`config.mk`:
```
export PLATFORM = sky130hd
export DESIGN_NAME = acf_top
export DESIGN_NICKNAME = d
export VERILOG_FILES = /design/src/shared/acf_pkg.sv /design/src/acf_chan.sv /design/src/acf_top.sv
export VERILOG_INCLUDE_DIRS = /design/src /design/src/shared
export SDC_FILE = /design/constraint.sdc
export NUM_CORES = 1
export LEC_CHECK = 0
export ABC_AREA = 1
export ABC_CLOCK_PERIOD_IN_PS = 1490
export BUFFER_PORTS_ARGS = -buffer_cell sky130_fd_sc_hd__buf_2
export CAP_MARGIN = 20
export CORE_MARGIN = 2
export CORE_UTILIZATION = 57
export CTS_BUF_LIST = sky130_fd_sc_hd__clkbuf_4 sky130_fd_sc_hd__clkbuf_8
export DETAILED_ROUTE_END_ITERATION = 8
export PLACE_DENSITY = 0.92
export SYNTH_ARGS = -nofsm -noshare
export SYNTH_HDL_FRONTEND = slang
export SYNTH_SLANG_ARGS = --single-unit
```
`constraint.sdc`:
```
create_clock -name ref_clk -period 1.49 [get_ports ref_clk]
set_input_delay 0.298 -clock ref_clk [delete_from_list [all_inputs] [get_ports ref_clk]]
set_output_delay 0.298 -clock ref_clk [all_outputs]
set_load 0.005 [all_outputs]
```
`src/shared/acf_defs.svh`:
```
// Constants of the angle timer capture/compare flag block.
// Assumes a 32-bit classic Wishbone slave port with byte addresses.
`ifndef ACF_DEFS_SVH
`define ACF_DEFS_SVH

// Register byte offsets.
`define ACF_ADR_FLAGS 8'h00
`define ACF_ADR_MASK 8'h04
`define ACF_ADR_MODE 8'h08
`define ACF_ADR_VAL1 8'h0C
`define ACF_ADR_VAL2 8'h10
`define ACF_ADR_VAL3 8'h14
`define ACF_ADR_PHASE 8'h18

// Channel count, implemented flag bits and reset values.
`define ACF_NCH 3
`define ACF_FLAGS_RST 3'h0
`define ACF_MASK_RST 3'h0
`define ACF_MODE_RST 3'h0
`define ACF_DAT_RST 32'h0000_0000
`define ACF_BIT_CH1 0
`define ACF_BIT_CH2 1
`define ACF_BIT_CH3 2

`endif

```
`src/shared/acf_pkg.sv`:
```
// Types shared by the capture/compare flag block.
// Assumes acf_defs.svh is on the include path.
`include "acf_defs.svh"

package acf_pkg;

    // One bit per channel.
    typedef logic [`ACF_NCH-1:0] acf_chan_vec_t;

    // Whole state of the top module.
    typedef struct packed {
        logic ack;
        logic [31:0] dat;
        acf_chan_vec_t flags;
        acf_chan_vec_t mask;
        acf_chan_vec_t mode;
        acf_chan_vec_t sync1;
        acf_chan_vec_t sync2;
        acf_chan_vec_t prev;
        logic irq;
    } acf_regs_t;

endpackage : acf_pkg

```
`src/acf_chan.sv`:
```
// One capture/compare channel: value register, capture and compare match.
// Assumes cap_pulse is already synchronised and phase_value is on ref_clk.
`timescale 1ns/1ps

module acf_chan #(
    parameter int PW = 16
) (
    input wire logic ref_clk,
    input wire logic nrst,
    input wire logic capture_select,
    input wire logic cap_pulse,
    input wire logic phase_tick,
    input wire logic [PW-1:0] phase_value,
    input wire logic wr_en,
    input wire logic [PW-1:0] wr_data,
    output logic [PW-1:0] value,
    output logic event_pulse
);
    import acf_pkg::*;

    typedef struct packed {
        logic [PW-1:0] value;
        logic evt;
    } acf_chan_state_t;

    acf_chan_state_t q;
    acf_chan_state_t d;

    // Capture latches the phase; compare fires when the phase reaches the value.
    always_comb
    begin
        d = q;
        d.evt = 1'b0;
        if (wr_en)
        begin
            d.value = wr_data;
        end
        if (capture_select)
        begin
            if (cap_pulse)
            begin
                d.value = phase_value;
                d.evt = 1'b1;
            end
        end
        else if (phase_tick && (phase_value == q.value))
        begin
            d.evt = 1'b1;
        end
    end

    // State register.
    always_ff @(posedge ref_clk or negedge nrst)
    begin
        if (!nrst)
        begin
            q <= '0;
        end
        else
        begin
            q <= d;
        end
    end

    assign value = q.value;
    assign event_pulse = q.evt;
endmodule : acf_chan

```
`src/acf_top.sv`:
```
// Angle timer capture/compare flag register with a Wishbone slave port.
// Assumes phase_value and phase_tick on ref_clk; capture pins are asynchronous.
`timescale 1ns/1ps
`include "acf_defs.svh"

// Overview of operation
// Channel one in capture mode sets bit 0 and stores the phase.
// Channel one in compare mode sets bit 0 on a compare match.
// Channel two mode bit chooses capture (one) or compare (zero) flag meaning.
// Channel two in compare mode sets bit 1 on a compare match.
// Channel three in capture mode sets bit 2 and stores the phase.
// Channel three in compare mode sets bit 2 on a compare match.
// A zero flag means no event since clearing; writing zero clears it.
// Bits 7 to 3 read zero, ignore writes; flags reset to zero.
module acf_top #(
    parameter int PW = 16
) (
    input wire logic ref_clk,
    input wire logic nrst,
    input wire logic wb_cyc_i,
    input wire logic wb_stb_i,
    input wire logic wb_we_i,
    input wire logic [7:0] wb_adr_i,
    input wire logic [3:0] wb_sel_i,
    input wire logic [31:0] wb_dat_i,
    output logic [31:0] wb_dat_o,
    output logic wb_ack_o,
    output logic irq,
    input wire acf_pkg::acf_chan_vec_t capture_pin,
    input wire logic phase_tick,
    input wire logic [PW-1:0] phase_value
);
    import acf_pkg::*;

    acf_regs_t q;
    acf_regs_t d;
    logic req;
    logic wr;
    logic rd;
    acf_chan_vec_t cap_pulse;
    acf_chan_vec_t chan_evt;
    acf_chan_vec_t val_wr;
    acf_chan_vec_t clr;
    logic [PW-1:0] chan_val [`ACF_NCH];

    // True when the address selects the given register.
    function automatic logic acf_hit(input logic [7:0] adr, input logic [7:0] off);
        acf_hit = (adr == off);
    endfunction : acf_hit

    // Zero-extends a channel value to the bus width.
    function automatic logic [31:0] acf_ext(input logic [PW-1:0] v);
        acf_ext = 32'(v);
    endfunction : acf_ext

    // Bus strobes: a write lands on the edge that the master sees ack.
    assign req = wb_cyc_i & wb_stb_i;
    assign wr = req & wb_we_i & q.ack & wb_sel_i[0];
    assign rd = req & ~wb_we_i & ~q.ack;

    // Capture edges come from the second synchroniser stage only.
    assign cap_pulse = q.sync2 & ~q.prev;

    // Value register write strobes, one per channel.
    assign val_wr[0] = wr & acf_hit(wb_adr_i, `ACF_ADR_VAL1);
    assign val_wr[1] = wr & acf_hit(wb_adr_i, `ACF_ADR_VAL2);
    assign val_wr[2] = wr & acf_hit(wb_adr_i, `ACF_ADR_VAL3);

    // The three channels; the mode bit of each selects capture or compare.
    for (genvar i = 0; i < `ACF_NCH; i++)
    begin : g_chan
        acf_chan #(
            .PW(PW)
        ) u_chan (
            .ref_clk(ref_clk),
            .nrst(nrst),
            .capture_select(q.mode[i]),
            .cap_pulse(cap_pulse[i]),
            .phase_tick(phase_tick),
            .phase_value(phase_value),
            .wr_en(val_wr[i]),
            .wr_data(wb_dat_i[PW-1:0]),
            .value(chan_val[i]),
            .event_pulse(chan_evt[i])
        );
    end

    // Writing zero to a flag bit clears it; writing one leaves it alone.
    always_comb
    begin
        clr = '0;
        if (wr && acf_hit(wb_adr_i, `ACF_ADR_FLAGS))
        begin
            clr = ~wb_dat_i[`ACF_NCH-1:0];
        end
    end

    // Next state: bus handshake, synchronisers, flags, control and read data.
    always_comb
    begin
        d = q;
        d.ack = req & ~q.ack;
        d.sync1 = capture_pin;
        d.sync2 = q.sync1;
        d.prev = q.sync2;
        // A new event beats a clear in the same cycle.
        d.flags = (q.flags & ~clr) | chan_evt;
        if (wr && acf_hit(wb_adr_i, `ACF_ADR_MASK))
        begin
            d.mask = wb_dat_i[`ACF_NCH-1:0];
        end
        if (wr && acf_hit(wb_adr_i, `ACF_ADR_MODE))
        begin
            d.mode = wb_dat_i[`ACF_NCH-1:0];
        end
        d.irq = |(d.flags & d.mask);
        d.dat = `ACF_DAT_RST;
        if (rd)
        begin
            unique case (wb_adr_i)
                `ACF_ADR_FLAGS: d.dat = 32'(q.flags);
                `ACF_ADR_MASK: d.dat = 32'(q.mask);
                `ACF_ADR_MODE: d.dat = 32'(q.mode);
                `ACF_ADR_VAL1: d.dat = acf_ext(chan_val[0]);
                `ACF_ADR_VAL2: d.dat = acf_ext(chan_val[1]);
                `ACF_ADR_VAL3: d.dat = acf_ext(chan_val[2]);
                `ACF_ADR_PHASE: d.dat = acf_ext(phase_value);
                default: d.dat = `ACF_DAT_RST;
            endcase
        end
    end

    // State register; all flags clear at reset.
    always_ff @(posedge ref_clk or negedge nrst)
    begin
        if (!nrst)
        begin
            q.ack <= 1'b0;
            q.dat <= `ACF_DAT_RST;
            q.flags <= `ACF_FLAGS_RST;
            q.mask <= `ACF_MASK_RST;
            q.mode <= `ACF_MODE_RST;
            q.sync1 <= '0;
            q.sync2 <= '0;
            q.prev <= '0;
            q.irq <= 1'b0;
        end
        else
        begin
            q <= d;
        end
    end

    // Outputs straight from the state register.
    assign wb_dat_o = q.dat;
    assign wb_ack_o = q.ack;
    assign irq = q.irq;
endmodule : acf_top

```
==> flow_summary.json <==
{
  "report.final.hold_viol_count": 0,
  "multi_input_area_um2": 2380,
  "io-pin-count": 103,
  "p_int_mw": 3.21,
  "drt_iter0_drc": 513,
  "core_um2": 8760,
  "ff_latch_area_um2": 2180,
  "nets": 836,
  "min_path_type": "input pin to flip-flop",
  "comb_power_share_pct": 9.6,
  "required_ps": 1740,
  "grt_overflow_total": 0,
  "clock_skew_ps": 14.8,
  "powerDensity_nw_per_um2": 759,
  "drc_errors": 0,
  "leakage_nw": 2.93,
  "p_seq_share_pct": 54.2,
  "synth-seq-cells": 87,
  "synthTopCellsByArea": "dfrtp_1 (42%), nand2_1 (12%), inv_1 (5.8%)",
  "cts_buffers": 9,
  "synth_top_cell_area_share_pct": 41.9,
  "grt_pass1_wl_um": 23700,
  "drt-total-wl_um": 14500,
  "antenna_found_initial": 1,
  "slowest_delay_ps": 360,
  "placementRows": 34,
  "synth_largest_area_cell": "dfrtp_1",
  "crit_type": "flip-flop to flip-flop",
  "drive_gt1_share_pct": 16.8,
  "seq_area_frac_synth_pct": 41.9,
  "synth_cell_type_count": 28,
  "place_ws_ps": -160,
  "wl_per_cell_um": 16.4,
  "num-fill-cells": 718,
  "endpoint_kind": "flip-flop",
  "start_kind": "flip-flop",
  "postLayoutCellArea_um2": 5860,
  "peakVddDrop_mv": 0.383,
  "ant_nets": 0,
  "arrival_ps": 1710,
  "crit_top_cell": "buf_4",
  "avgSynthCellArea_um2": 7.32,
  "fin_crit_ps": 1460,
  "reg2reg_slack_ps": 30,
  "finalPower_mw": 4.45,
  "grt_use_total_pct": 30.3,
  "io_buffer_count": 67,
  "hpwl_um": 10100,
  "clock_latency_ps": 370,
  "cts_sinks": 87,
  "syn_area_um2": 5190,
  "htreeDepth": 3,
  "start_util_pct": 59.2,
  "grt_pass1_vias": 5005,
  "yosys_warnings": 0,
  "root_buffer": "clkbuf_8",
  "setup-violations-final": 0,
  "first_pass_iters": 6,
  "viasPerCell": 5.87,
  "die_h_um": 99.4,
  "p_clk_share_pct": 36.2,
  "switchingPower_mw": 1.24,
  "cts_buffer_depth": 2,
  "clkTransAtPathRegs_ps": 100,
  "placed_area_um2": 5610,
  "slowest_stage": "dfrtp_1",
  "flow.area_growth_from_synthesis_pct": 12.9,
  "die-area_um2": 9880,
  "final_max_slew_viol_count": 0,
  "rsz0062_at_grt": "yes",
  "grt_max_degree": 88,
  "critical_path.cell_chain": "nand3_1 -> nor2_1 -> buf_4 -> inv_1 -> buf_4 -> nor3_1 -> o21ai_0",
  "dr_total_vias": 5174,
  "switching_share_pct": 27.9,
  "tritoncts": "yes",
  "fin_crit_sh_pct": 98.2,
  "gp_congestion": 0.926,
  "dieWidth_um": 99.4,
  "cp_max_fo": 7,
  "fmax_mhz": 684,
  "syn_inst": 709,
  "outcome": "finished, final reports clean",
  "max-cap-violations": 0,
  "layout_setup_ws_ps": 27.3,
  "finalSetupTns_ps": 0
}
stage by stage:
| step | hold WS [ps] | std cells | utilization, % |
|---|---|---|---|
| 6_report | 29.7 | 881 | 66.9 |
| 5_1_grt | 12.4 | 881 | 66.9 |
| 4_1_cts | 28.6 | 877 | 66.2 |
| 3_5_place_dp | 336 | 860 | 64.0 |
| 3_3_place_gp | 333 | 860 | 64.0 |
| 2_1_floorplan | 2.41 | 724 | - |
path summary, 6_finish.rpt:
check	to	start	cells past startpoint
worst max-delay path	g_chan[2].u_chan.value[15]	wb_ack_o	7
worst min-delay path	d[6]	capture_pin[2]	1
worst max register to register	g_chan[2].u_chan.value[15]	wb_ack_o	7
worst min register to register	d[1]	d[4]	0
max in group asynchronous	g_chan[2].u_chan.value[10]	nrst	3
min in group asynchronous	irq	nrst	3
synthesized netlist by cell type:
| cell type | count |
|---|---|
| nand3_2 | 2 |
| buf_1 | 3 |
| a21oi_1 | 37 |
| nand3b_4 | 2 |
| nor2_8 | 3 |
| buf_4 | 32 |
| nor2_4 | 1 |
| inv_1 | 80 |
| nand3_1 | 33 |
| o21ai_1 | 40 |
| nand4_1 | 10 |
| xor2_1 | 10 |
| inv_2 | 1 |
| buf_6 | 3 |
| buf_2 | 10 |
| o22ai_1 | 27 |
| o21ai_0 | 41 |
| a21boi_0 | 1 |
| nand2_1 | 170 |
| nor3b_1 | 1 |
| nand2_8 | 1 |
| xnor2_1 | 7 |
| nor3_1 | 19 |
| nand2_2 | 3 |
| nor2_1 | 66 |
| dfrtp_1 | 87 |
| conb_1 | 1 |
| clkbuf_1 | 18 |
critical path, delay by kind of cell, from the launching register on:
kind | cells | cell delay [ps]
compound gates | 1 | 130
buf+inv | 3 | 490
flops | 1 | 360
simple gates | 3 | 360
per-layer routing:
layer	part of all wire (%)	track usage, %
met5	0	0
met4	3.8	13.5
met3	11	6.89
met2	47	48.9
met1	38	39.2
final cells by class:
| class | instances | area share, % |
|---|---|---|
| Antenna cell | 1 | 0.0427 |
| Tap cell | 108 | 2.31 |
| Timing Repair Buffer | 98 | 11.5 |
| Clock buffer | 10 | 2.35 |
| Sequential cell | 87 | 37.1 |
| Multi-Input combinational cell | 490 | 40.6 |
| Clock inverter | 6 | 0.875 |
| Inverter | 81 | 5.19 |
power by group through the flow:
stage,clock [mW],sequential [mW],combinational (mW)
6_report,1.61,2.41,0.427
3_3_place_gp,0,2.45,0.395
5_1_grt,1.72,2.41,0.475
2_1_floorplan,0,2.45,0.233
3_5_place_dp,0,2.46,0.410
4_1_cts,1.61,2.41,0.415
state kept, by name, indices dropped and copies added (netlist names):
name	cells
g_chan.u_chan.value	48
g_chan.u_chan.event_pulse	3
wb_dat_o	16
q	12
irq	1
d	6
wb_ack_o	1
logic make-up after synthesis:
kind of cell    synth area share (%)
compound gates                  14.8
xor+xnor                        2.87
buf+inv                         13.6
flops                           41.9
other cells                   0.0723
simple gates                    26.7
what timing repair did:
item                       in CTS  in global routing
hold endpoints to repair       87                  0
setup endpoints to repair       0                 23
gates resized for setup         0                  7
hold buffers                    1                  0
setup buffers                   0                  3
cells in the final DEF (no fill, tap or decap), types with 23 or more instances in the layout:
cell / netlist / layout
o21ai_1: 40 / 43
nand3_1: 33 / 32
a21oi_1: 37 / 36
buf_4: 32 / 23
buf_2: 10 / 66
inv_1: 80 / 80
o21ai_0: 41 / 38
dfrtp_1: 87 / 87
nor2_1: 66 / 66
nand2_1: 170 / 170
o22ai_1: 27 / 27
No activity file was read; power rests on OpenSTA's default activity.
